<file path="src/umcls_pkg.sv">
// Constants for the modem-control and line-status block.
// Assumes a single 125 MHz host clock and a synchronous reset.
package umcls_pkg;

    // ------------------------------------------------------------
    // Register offsets
    // ------------------------------------------------------------
    localparam int ADDR_W = 4;
    localparam logic [3:0] OFS_FIFO_IDENT = 4'h2;
    localparam logic [3:0] OFS_MODEM_CONTROL = 4'h4;
    localparam logic [3:0] OFS_LINE_STATUS = 4'h5;
    localparam logic [3:0] OFS_IRQ_STATUS = 4'h8;
    localparam logic [3:0] OFS_IRQ_MASK = 4'h9;

    // ------------------------------------------------------------
    // Field positions
    // ------------------------------------------------------------
    localparam int MC_DTR = 0;
    localparam int MC_RTS = 1;
    localparam int MC_AUX_A = 2;
    localparam int MC_AUX_B = 3;
    localparam int MC_LOOP = 4;
    localparam int FC_ENABLE = 0;
    localparam int EV_HOLD_EMPTY = 0;
    localparam int EV_RX_ERR = 1;

    // ------------------------------------------------------------
    // Reset values
    // ------------------------------------------------------------
    localparam logic [4:0] MC_RESET = 5'h00;
    localparam logic LS_HOLD_EMPTY_RESET = 1'b1;
    localparam logic LS_TEMT_RESET = 1'b1;
    localparam logic LS_RX_ERR_RESET = 1'b0;
    localparam logic [1:0] IRQ_STS_RESET = 2'h0;
    localparam logic [1:0] IRQ_MSK_RESET = 2'h0;

    // Ident code field: 010 holding-empty pending, 001 nothing pending
    localparam logic [2:0] IDENT_NONE = 3'h1;
    localparam logic [2:0] IDENT_HOLD_EMPTY = 3'h2;

    localparam int SYNC_W = 5;

endpackage : umcls_pkg

</file>
<file path="src/umcls_sync.sv">
// Two-flop synchroniser for the modem and serial receive pins.
// Assumes the pins are asynchronous to ref_clk.
`timescale 1ns/1ps
`default_nettype none
module umcls_sync #(
    parameter int W = 5
) (
    input wire logic ref_clk,          // Host clock
    input wire logic reset,            // Synchronous, active high
    input wire logic [W-1:0] async_in, // Raw pins
    output logic [W-1:0] sync_out      // Synchronised pins
);
    typedef struct packed {
        logic [W-1:0] s1;
        logic [W-1:0] s2;
    } umcls_sync_st_t;

    umcls_sync_st_t st_r;
    umcls_sync_st_t st_nxt;

    // Pins idle high; reset to that level to avoid false edges
    always_comb begin
        st_nxt.s1 = async_in;
        st_nxt.s2 = st_r.s1;
    end

    always_ff @(posedge ref_clk) begin
        if (reset) begin
            st_r <= '1;
        end else begin
            st_r <= st_nxt;
        end
    end

    assign sync_out = st_r.s2;
endmodule : umcls_sync
`default_nettype wire

</file>
<file path="src/umcls_top.sv">
// Modem control, loopback, upper line status and interrupt gating.
// Assumes transmit/receive shift logic and FIFOs on the same clock.
//
// Function
// [RULE1] Loopback holds the serial transmit pin high (marking).
// [RULE2] Loopback feeds transmit shift output straight into the receiver.
// [RULE3] Loopback ignores the four external modem handshake inputs.
// [RULE4] Loopback routes modem outputs to inputs and drives output pins high.
// [RULE5] Port interrupt reaches the output only while aux out b is one.
// [RULE6] Aux out a is plain read/write storage without a pin.
// [RULE7] Outside loopback the request-to-send pin is inverse of its bit.
// [RULE8] Outside loopback the terminal-ready pin is inverse of its bit.
// [RULE9] Without FIFOs the receiver FIFO error bit reads zero.
// [RULE10] In FIFO mode an errored character in the FIFO sets the error bit.
// [RULE11] Line status read clears the error bit unless errors remain.
// [RULE12] Transmitter empty is one when holding and shift registers are empty.
// [RULE13] Non-FIFO: holding empty sets when character moves to shift register.
// [RULE14] Holding empty raises transmit interrupt; ident read clears it.
// [RULE15] FIFO mode: holding empty sets on FIFO empty, clears on write.
// [RULE16] FIFO mode follows the enable bit; clearing it flushes both FIFOs.
// [RULE17] Loopback modem status mirrors the internal control bits.
// [RULE18] Modem control bits 7 to 5 ignore writes and read zero.
//
// The implementer's own choice: the plain strobed port.
`timescale 1ns/1ps
`default_nettype none
module umcls_top
    import umcls_pkg::*;
(
    input wire logic ref_clk,             // 125 MHz host clock
    input wire logic reset,               // Synchronous, active high
    input wire logic [ADDR_W-1:0] addr,   // Register address
    input wire logic [7:0] wdata,         // Write data
    input wire logic wr,                  // Write strobe
    input wire logic rd,                  // Read strobe
    output logic [7:0] rdata,             // Read data, cycle after rd
    input wire logic tx_shift_out,        // Transmit shift register bit
    input wire logic tx_shift_empty,      // Transmit shift register idle
    input wire logic tx_load,             // Held char moved to shift reg
    input wire logic tx_write,            // Byte written to holding/FIFO
    input wire logic tx_fifo_empty,       // Transmit FIFO empty level
    input wire logic rx_err_push,         // Errored char entered rx FIFO
    input wire logic rx_err_remain,       // Errored chars still in FIFO
    input wire logic [4:0] ls_low,        // Lower line status bits
    input wire logic port_irq_in,         // Other serial interrupt sources
    input wire logic serial_rx_pin,       // Receive pin
    input wire logic cts_n,               // Clear-to-send pin
    input wire logic dsr_n,               // Data-set-ready pin
    input wire logic ring_indicator_n,    // Ring pin
    input wire logic carrier_detect_n,    // Carrier detect pin
    output logic serial_tx_pin,           // Transmit pin
    output logic rts_n,                   // Request-to-send pin
    output logic dtr_n,                   // Terminal-ready pin
    output logic rx_serial_in,            // To receive shift register
    output logic [3:0] modem_status,      // {carrier, ring, dsr, cts}, true level
    output logic fifo_mode,               // FIFOs enabled
    output logic fifo_flush,              // Pulse: empty both FIFOs
    output logic hold_empty_irq,          // Priority-3 transmit pending
    output logic irq                      // Gated interrupt output
);

    // ------------------------------------------------------------
    // State
    // ------------------------------------------------------------
    typedef struct packed {
        logic [4:0] mc;
        logic fifo_en;
        logic rx_err;
        logic temt;
        logic hold_empty;
        logic hold_pend;
        logic txf_empty_q;
        logic [1:0] sts;
        logic [1:0] msk;
        logic [7:0] rdata;
        logic tx_pin;
        logic rx_in;
        logic dtr_n;
        logic rts_n;
        logic [3:0] msl;
        logic irq;
        logic flush;
    } umcls_state_t;

    umcls_state_t st_r;
    umcls_state_t st_nxt;
    logic [SYNC_W-1:0] pins_s;

    umcls_sync #(
        .W(SYNC_W)
    ) u_sync (
        .ref_clk(ref_clk),
        .reset(reset),
        .async_in({carrier_detect_n, ring_indicator_n, dsr_n, cts_n, serial_rx_pin}),
        .sync_out(pins_s)
    );

    // ------------------------------------------------------------
    // Decode
    // ------------------------------------------------------------
    logic wr_mc;
    logic wr_fc;
    logic wr_sts;
    logic wr_msk;
    logic rd_ls;
    logic rd_ident;
    logic loop_nxt;
    logic hold_set;
    logic [1:0] ev;

    always_comb begin
        wr_mc = wr && (addr == OFS_MODEM_CONTROL);
        wr_fc = wr && (addr == OFS_FIFO_IDENT);
        wr_sts = wr && (addr == OFS_IRQ_STATUS);
        wr_msk = wr && (addr == OFS_IRQ_MASK);
        rd_ls = rd && (addr == OFS_LINE_STATUS);
        rd_ident = rd && (addr == OFS_FIFO_IDENT);
    end

    // ------------------------------------------------------------
    // Next state
    // ------------------------------------------------------------
    always_comb begin
        st_nxt = st_r;
        // Aux out a is stored only, no pin
        if (wr_mc) begin
            st_nxt.mc = wdata[4:0]; // [RULE6] [RULE18]
        end
        if (wr_fc) begin
            st_nxt.fifo_en = wdata[FC_ENABLE]; // [RULE16]
        end
        st_nxt.flush = wr_fc && !wdata[FC_ENABLE]; // [RULE16]
        loop_nxt = st_nxt.mc[MC_LOOP];

        // Holding empty source depends on mode
        st_nxt.txf_empty_q = tx_fifo_empty;
        if (st_r.fifo_en) begin
            hold_set = tx_fifo_empty && !st_r.txf_empty_q; // [RULE15]
        end else begin
            hold_set = tx_load; // [RULE13]
        end
        // Set wins over a write in the same cycle
        if (hold_set) begin
            st_nxt.hold_empty = 1'b1; // [RULE13] [RULE15]
        end else if (tx_write) begin
            st_nxt.hold_empty = 1'b0; // [RULE15]
        end
        st_nxt.temt = st_nxt.hold_empty && tx_shift_empty; // [RULE12]

        if (hold_set) begin
            st_nxt.hold_pend = 1'b1; // [RULE14]
        end else if (rd_ident) begin
            st_nxt.hold_pend = 1'b0; // [RULE14]
        end

        // Error summary; a new errored char beats the clearing read
        if (!st_nxt.fifo_en) begin
            st_nxt.rx_err = 1'b0; // [RULE9]
        end else if (rx_err_push) begin
            st_nxt.rx_err = 1'b1; // [RULE10]
        end else if (rd_ls && !rx_err_remain) begin
            st_nxt.rx_err = 1'b0; // [RULE11]
        end

        ev = '0;
        ev[EV_HOLD_EMPTY] = hold_set;
        ev[EV_RX_ERR] = rx_err_push && st_nxt.fifo_en;
        if (wr_sts) begin
            st_nxt.sts = (st_r.sts & ~wdata[1:0]) | ev;
        end else begin
            st_nxt.sts = st_r.sts | ev;
        end
        if (wr_msk) begin
            st_nxt.msk = wdata[1:0];
        end

        // Pins and modem status
        if (loop_nxt) begin
            st_nxt.tx_pin = 1'b1; // [RULE1]
            st_nxt.rx_in = tx_shift_out; // [RULE2]
            st_nxt.dtr_n = 1'b1; // [RULE4]
            st_nxt.rts_n = 1'b1; // [RULE4]
            st_nxt.msl = {st_nxt.mc[MC_AUX_B], st_nxt.mc[MC_AUX_A],
                          st_nxt.mc[MC_DTR], st_nxt.mc[MC_RTS]}; // [RULE3] [RULE17]
        end else begin
            st_nxt.tx_pin = tx_shift_out;
            st_nxt.rx_in = pins_s[0];
            st_nxt.dtr_n = !st_nxt.mc[MC_DTR]; // [RULE8]
            st_nxt.rts_n = !st_nxt.mc[MC_RTS]; // [RULE7]
            st_nxt.msl = ~pins_s[4:1];
        end

        // Whole serial interrupt is gated by aux out b
        st_nxt.irq = st_nxt.mc[MC_AUX_B] && (port_irq_in || st_nxt.hold_pend
                     || |(st_nxt.sts & st_nxt.msk)); // [RULE5]

        st_nxt.rdata = 8'h00;
        if (rd) begin
            unique case (addr)
                OFS_MODEM_CONTROL: st_nxt.rdata = {3'h0, st_r.mc}; // [RULE18]
                OFS_LINE_STATUS: st_nxt.rdata = {st_r.rx_err, st_r.temt,
                                                 st_r.hold_empty, ls_low};
                OFS_FIFO_IDENT: st_nxt.rdata = {{2{st_r.fifo_en}}, 3'h0,
                                                st_r.hold_pend ? IDENT_HOLD_EMPTY : IDENT_NONE};
                OFS_IRQ_STATUS: st_nxt.rdata = {6'h00, st_r.sts};
                OFS_IRQ_MASK: st_nxt.rdata = {6'h00, st_r.msk};
                default: st_nxt.rdata = 8'h00;
            endcase
        end
    end

    always_ff @(posedge ref_clk) begin
        if (reset) begin
            st_r.mc <= MC_RESET;
            st_r.fifo_en <= 1'b0;
            st_r.rx_err <= LS_RX_ERR_RESET;
            st_r.temt <= LS_TEMT_RESET;
            st_r.hold_empty <= LS_HOLD_EMPTY_RESET;
            st_r.hold_pend <= 1'b0;
            st_r.txf_empty_q <= 1'b1;
            st_r.sts <= IRQ_STS_RESET;
            st_r.msk <= IRQ_MSK_RESET;
            st_r.rdata <= 8'h00;
            st_r.tx_pin <= 1'b1;
            st_r.rx_in <= 1'b1;
            st_r.dtr_n <= 1'b1;
            st_r.rts_n <= 1'b1;
            st_r.msl <= 4'h0;
            st_r.irq <= 1'b0;
            st_r.flush <= 1'b0;
        end else begin
            st_r <= st_nxt;
        end
    end

    // ------------------------------------------------------------
    // Outputs
    // ------------------------------------------------------------
    assign rdata = st_r.rdata;
    assign serial_tx_pin = st_r.tx_pin;
    assign rts_n = st_r.rts_n;
    assign dtr_n = st_r.dtr_n;
    assign rx_serial_in = st_r.rx_in;
    assign modem_status = st_r.msl;
    assign fifo_mode = st_r.fifo_en;
    assign fifo_flush = st_r.flush;
    assign hold_empty_irq = st_r.hold_pend;
    assign irq = st_r.irq;
endmodule : umcls_top
`default_nettype wire

</file>
<file path="config.mk">
export PLATFORM = sky130hd
export DESIGN_NAME = umcls_top
export DESIGN_NICKNAME = d
export VERILOG_FILES = /design/src/umcls_pkg.sv /design/src/umcls_sync.sv /design/src/umcls_top.sv
export SDC_FILE = /design/constraint.sdc
export NUM_CORES = 1
export LEC_CHECK = 0
export BUFFER_PORTS_ARGS = -buffer_cell sky130_fd_sc_hd__buf_2
export CORE_MARGIN = 2
export CORE_UTILIZATION = 53
export DETAILED_ROUTE_END_ITERATION = 8
export MAX_ROUTING_LAYER = met4
export PLACE_DENSITY = 0.87
export SETUP_SLACK_MARGIN = 0.2
export SYNTH_ARGS = -nofsm -noshare
export SYNTH_HDL_FRONTEND = slang
export SYNTH_HIERARCHICAL = 1
export SYNTH_SLANG_ARGS = --single-unit
</file>
<file path="constraint.sdc">
create_clock -name ref_clk -period 4.39 [get_ports ref_clk]
set_input_delay 0.878 -clock ref_clk [delete_from_list [all_inputs] [get_ports ref_clk]]
set_output_delay 0.878 -clock ref_clk [all_outputs]
set_load 0.005 [all_outputs]
</file>
==> results.toml, run 1 <==
[outcome]
status = "completed"

[timing]
drv_slew = 0
min_period_ns = 2.162
hold_viol = 0
finalSetupViolations = 0
timing.final.crit_share_pct = 49.24
fin_setup_tns_ns = 0
slew_headroom_pct = 46.52
rsz0062_at_grt = "no"
worst_slew_pin_slew_ns = 0.7897
fmaxAchievable_mhz = 462.6
finalClockSkew_ns = 0.008886

[synth]
synthArstFlopShare_pct = 0
syn_nets = 203
synth_cell_types = 40
synth.avg_cell_area_um2 = 9.965
yosys_warnings = 6
syn_inst = 169
synth-main-ff-cell = "dfxtp_1"
synthesis.area_um2 = 1684
yosys.area.top_type = "dfxtp_1"
ys_seq_elements = 43
seq_area_frac_synth_pct = 51.11
yosys.area.top_type_share_pct = 51.11
synth-edff-count = 0
synth.area.top_cells = "dfxtp_1 51%, buf_4 5.3%, or2_1 4.8%"

[critical_path]
max_stage_delay_ns = 0.52
cp_cell_sequence = "buf_2 -> nor4b_4 -> a21boi_2 -> or3_1 -> or2_1"
crit_type = "in -> reg"
cp-end-kind = "flip-flop"
crit_slowest_cell = "nor4b_4"
cp-start-kind = "primary input"
worstPathRequired_ns = 4.63
crit_arrival_ns = 2.40
critPathMaxFanout = 8

[layout]
final_cells = 253
fin_nets = 242
drive_above_1_share_pct = 30.14
area_growth_pct = 14.04
antenna_cells = 0
fill_cells = 257

[placed_design]
place_inst = 245
dp_hpwl_um = 2373
io_buffers = 50
place.gp.congestion = 0.9554

[grt]
grt_usage_pct = 20.55
grt_overflow = 0
antenna_found_initial = 0
grt_pass1_wl_um = 5250
grt_max_degree = 28
grt_pass1_vias = 1197

[floorplan]
ios = 54
die_h_um = 60.37
core_um2 = 3028
fp-row-count = 20
initial_utilization_pct = 55.62
die_area_um2 = 3645
die_w_um = 60.37

[job]
maxCapViolCount = 0

[pwr]
p_leak_nw = 0.8420
cellPowerDensity_nw_per_um2 = 334.6
peakVddDrop_v = 0.0002702

[cts]
holdBufCountCts = 0
numClockSinks = 43
postCtsSetupRepairBufs = 0
cts_root_buffer = "clkbuf_4"
cts_buffers = 5
post_cts_resize_count = 0
clk_pin_slew_ns = 0.12
cts_buffer_depth = 2
cts_htree_levels = 2
tritoncts = "done"
clock_latency_ns = 0.35

[routing]
wirelength_um = 3140
vias = 1267
routed_via_density = 5.008
drt_iter0_drc = 31
drtAntennaViolNets = 0
drc_errors = 0
drtPass1Iterations = 4
wire_per_inst_um = 12.41

[hold_path]
hp-class = "reg -> reg"
-- worst paths after layout --
kind                     from            endpoint  slack (ns)  depth (start not counted)
max reg2reg         fifo_mode                 irq        2.99                          4
min reg2reg  u_sync/st_nxt[2]  u_sync/sync_out[2]        0.42                          1
min          u_sync/st_nxt[2]  u_sync/sync_out[2]        0.42                          1
max                   addr[3]               rts_n        2.23                          5
-- cell usage in the layout, fill, tap and decap left out, types with 3 or more instances in the layout --
cell | synthesis | layout
a21oi_1 | 4 | 4
a22oi_1 | 5 | 5
and4_1 | 3 | 3
buf_2 | 2 | 50
clkbuf_4 | 0 | 5
dfxtp_1 | 43 | 43
inv_1 | 9 | 9
mux2i_1 | 5 | 5
nand2_1 | 10 | 10
nor2_1 | 14 | 14
nor2b_1 | 3 | 3
o21a_1 | 3 | 3
o22ai_1 | 6 | 6
or2_1 | 13 | 13
-- metal layers --
| metal | vias to the layer above | part of all wire, % | track usage (%) |
|---|---|---|---|
| met3 | 2 | 6.6 | 6.397 |
| met4 | 0 | 0.70 | 6.667 |
| met1 | 569 | 43 | 24.66 |
| met5 | - | 0 | - |
| met2 | 37 | 49 | 32.92 |
| li1 | 659 | - | - |
-- cells by family after synthesis --
kind of cell	synth area share, %
AO/OA/AOI/OAI	16.12
buffers and inverters	9.287
flip-flops	51.11
multiplexers	2.972
AND/OR/NAND/NOR	20.51
-- layout make-up --
cell class | count | area (µm²) | share of cell area (%)
clock buffer | 6 | 41.29 | 2.150
tap | 44 | 55.05 | 2.866
inverter | 9 | 33.78 | 1.759
sequential | 43 | 860.8 | 44.82
clock inverter | 2 | 12.51 | 0.6515
multi-input combinational | 99 | 666.9 | 34.72
timing repair buffer | 50 | 250.2 | 13.03
-- synthesized netlist by cell type (all sizes together) (2+ instances only) --
| cell type | instances |
|---|---|
| or2 | 14 |
| clkbuf | 3 |
| nand2 | 10 |
| nor3 | 2 |
| nor2b | 3 |
| and4 | 3 |
| a32oi | 2 |
| nor4b | 2 |
| a31oi | 2 |
| and3 | 2 |
| a211oi | 2 |
| dfxtp | 43 |
| a41oi | 2 |
| o21ai | 2 |
| o22ai | 6 |
| inv | 9 |
| o21a | 3 |
| nand2b | 2 |
| a22oi | 5 |
| o31a | 2 |
| mux2i | 5 |
| nor3b | 2 |
| nor2 | 14 |
| buf | 15 |
| a21oi | 4 |
-- registers in the layout, indices dropped and copies added (netlist names) --
name,flops
serial_tx_pin,1
dtr_n,1
rx_serial_in,1
u_sync/st_nxt,5
st_r,13
u_sync/sync_out,5
modem_status,4
rdata,8
rts_n,1
hold_empty_irq,1
fifo_flush,1
irq,1
fifo_mode,1
-- power by group --
part	internal, W	switching, W	total (W)
Clock	0.0000618	0.000121	0.000183
Combinational	0.0000249	0.0000296	0.0000545
Sequential	0.000401	0.00000435	0.000405
-- worst max-delay path, delay by kind of cell --
kind	cells	cell delay, ns
buffers and inverters	1	0.17
AO/OA/AOI/OAI	1	0.12
AND/OR/NAND/NOR	3	1.23
-- stage by stage --
| step | hold WS, ns | worst slack, ns | utilization, % | cell area, µm² | power (W) |
|---|---|---|---|---|---|
| after CTS | 0.4158 | 2.239 | 63.43 | 1921 | 0.0006461 |
| after floorplan | 0.3832 | 2.103 | - | 1684 | 0.0004453 |
| after global placement | 0.3864 | 1.909 | 61.65 | 1867 | 0.0004674 |
| after detailed placement | 0.3871 | 1.868 | 61.65 | 1867 | 0.0004688 |
| final | 0.4152 | 2.228 | 63.43 | 1921 | 0.0006427 |
| after global routing | 0.4280 | 2.187 | 63.43 | 1921 | 0.0006746 |
Note: power is estimated with default switching activity, not from simulation.
==> run 2, diff against run 1 <==
--- a/config.mk
+++ b/config.mk
@@ -5,12 +5,13 @@
 export SDC_FILE = /design/constraint.sdc
 export NUM_CORES = 1
 export LEC_CHECK = 0
+export ABC_AREA = 1
 export BUFFER_PORTS_ARGS = -buffer_cell sky130_fd_sc_hd__buf_2
 export CORE_MARGIN = 2
-export CORE_UTILIZATION = 53
+export CORE_UTILIZATION = 49
 export DETAILED_ROUTE_END_ITERATION = 8
 export MAX_ROUTING_LAYER = met4
-export PLACE_DENSITY = 0.87
+export PLACE_DENSITY = 0.81
 export SETUP_SLACK_MARGIN = 0.2
 export SYNTH_ARGS = -nofsm -noshare
 export SYNTH_HDL_FRONTEND = slang
==> constraint.sdc (replaced) <==
create_clock -name ref_clk -period 2.1 [get_ports ref_clk]
set_input_delay 0.42 -clock ref_clk [delete_from_list [all_inputs] [get_ports ref_clk]]
set_output_delay 0.42 -clock ref_clk [all_outputs]
set_load 0.005 [all_outputs]
==> run 2 against run 1 <==
  * Area after synthesis grew 1.2%
  * Hold slack worse by 0.19 ns
  * Critical path depth is 4 lower
  * Sequential cell count did not move
  * Register-to-register slack lost 2.2 ns
  * Worst setup slack worse by 1.4 ns
  * Combinational power increased by 130%
  * Via count is 11% higher
  * Routed wire length decreased by 1.6%
  * Sequential power rose by 110%
  * Synthesized cell count up 25%
  * Critical path type is now reg -> out
==> results.toml, run 2 <==
[outcome]
status = "completed"

[cts]
post_cts_resize_count = 0
clock_latency_ns = 0.35
tritoncts = "done"
cts_root_buffer = "clkbuf_4"
cts_buffer_depth = 2
numClockSinks = 43
postCtsSetupRepairBufs = 0
holdBufCountCts = 0
cts_htree_levels = 2
cts_buffers = 5
clk_pin_slew_ns = 0.13

[synth]
synth_top_family_by_area = "simple AND/OR/NAND/NOR gates"
synth_cell_types = 25
synth.area.top_cells = "dfxtp_1 51%, nand2_1 12%, buf_4 5.3%"
synthMuxAreaShare_pct = 0
synthArstFlopShare_pct = 0
synthesis.area_um2 = 1704
synth.avg_cell_area_um2 = 8.076
synth-compound-area-share_pct = 9.545
synthAdderAreaFrac_pct = 0
yosys_warnings = 6
synth-edff-count = 0
yosys-top-cells-count = "55 x nand2_1, 43 x dfxtp_1, 24 x inv_1"
synth-main-ff-cell = "dfxtp_1"
yosys.area.top_type = "dfxtp_1"
post-synth-top-count-cell = "nand2_1"
syn_inst = 211
seq_area_frac_synth_pct = 50.51
yosys.area.top_type_share_pct = 50.51
synth-xor-area-share_pct = 0
synth-simple-area-share_pct = 28.27
syn_nets = 245
ys_seq_elements = 43

[timing]
finalClockSkew_ns = 0.002871
setup_slack_ns = 0.7785
rsz0062_at_grt = "no"
finalSetupViolations = 0
hold_viol = 0
timing.final.crit_share_pct = 62.93
worst_slew_pin_slew_ns = 0.3907
drv_slew = 0
fin_setup_tns_ns = 0
slew_headroom_pct = 73.95
fmaxAchievable_mhz = 756.7
min_period_ns = 1.321

[floorplan]
die_h_um = 62.98
initial_utilization_pct = 51.07
die_w_um = 62.98
core_um2 = 3337
fp-row-count = 21
die_area_um2 = 3966
ios = 54

[layout]
largest_reg_flops = 13
antenna_cells = 0
drive_above_1_share_pct = 29.69
final_cells = 302
area_growth_pct = 16.23
post-route-util_pct = 59.36
fin_nets = 289
top_register = "st_r"
seqCellArea_um2 = 860.8
most-common-layout-cells = "55 x nand2_1, 50 x buf_2, 43 x dfxtp_1, 24 x inv_1, 16 x a21oi_1"
layout_commonest_cell = "nand2_1"
post-route-cell-area_um2 = 1981
reg_top3 = "st_r x13, rdata x8"
multiInputGateArea_um2 = 644.4
fill_cells = 316

[critical_path]
crit_slowest_cell = "dfxtp_1"
cp-end-kind = "output port"
worstPathRequired_ns = 1.68
cp_cell_sequence = "buf_2"
worst-path-buf-inv = 1
crit_type = "reg -> out"
cp_top_family = "flip-flops"
crit_arrival_ns = 0.90
cp-start-kind = "flip-flop"
max_stage_delay_ns = 0.41
critPathMaxFanout = 4

[grt]
grt_pass1_wl_um = 5395
grt_max_degree = 16
grt_overflow = 0
grt_pass1_vias = 1293
grt_usage_pct = 18.32
antenna_found_initial = 0

[routing]
routed_via_density = 4.646
wirelength_um = 3091
vias = 1403
drtPass1Iterations = 4
drt_iter0_drc = 94
drc_errors = 0
drtAntennaViolNets = 0
wire_per_inst_um = 10.24

[pwr]
cellPowerDensity_nw_per_um2 = 703.3
p_leak_nw = 0.9951
peakVddDrop_v = 0.0005651

[hold_path]
hp-class = "in -> reg"

[placed_design]
io_buffers = 50
place.gp.congestion = 0.8541
placed_area_um2 = 1918
place_ws_ns = 0.5211
place_inst = 294
dp_hpwl_um = 2473

[job]
maxCapViolCount = 0
==> run 2: cell families after synthesis <==
family,Yosys count
flops,43
buf+inv,41
simple gates,98
compound gates,29
==> run 2: worst paths after layout <==
check | slack [ns] | to | cells past startpoint | start
max | 0.78 | hold_empty_irq | 1 | hold_empty_irq
min | 0.23 | u_sync/st_nxt[2] | 3 | dsr_n
max reg2reg | 0.84 | irq | 5 | fifo_mode
min reg2reg | 0.42 | modem_status[3] | 1 | u_sync/sync_out[4]
==> run 2: report_power, final <==
group          internal [W]  switching, W  leakage (nW)
sequential         0.000841    0.00000929         0.352
clock              0.000134      0.000281        0.0314
combinational     0.0000510     0.0000764         0.612
total               0.00103      0.000367         0.995
==> run 2: cell type report <==
| cell class | count | area share [%] |
|---|---|---|
| sequential | 43 | 43.46 |
| multi-input combinational | 127 | 32.53 |
| timing repair buffer | 50 | 12.63 |
| inverter | 28 | 5.306 |
| tap | 46 | 2.906 |
| clock buffer | 5 | 1.895 |
| clock inverter | 3 | 1.263 |
==> run 2: stage by stage <==
step / hold slack, ns / total power [W]
floorplan: 0.3869 / 0.0009413
global placement: 0.3912 / 0.0009926
detailed placement: 0.3985 / 0.0009970
CTS: 0.2200 / 0.001402
global route: 0.2081 / 0.001465
finish: 0.2291 / 0.001393
==> run 2: routing by layer <==
metal / share of wire [%] / up-vias / track usage (%) / wire length [µm]
met5: 0 / - / - / 0
met4: 1.7 / 0 / 7.500 / 53
met3: 5.6 / 6 / 5.946 / 174
met2: 49 / 32 / 30.85 / 1518
met1: 43 / 631 / 19.84 / 1344
li1: - / 734 / - / -
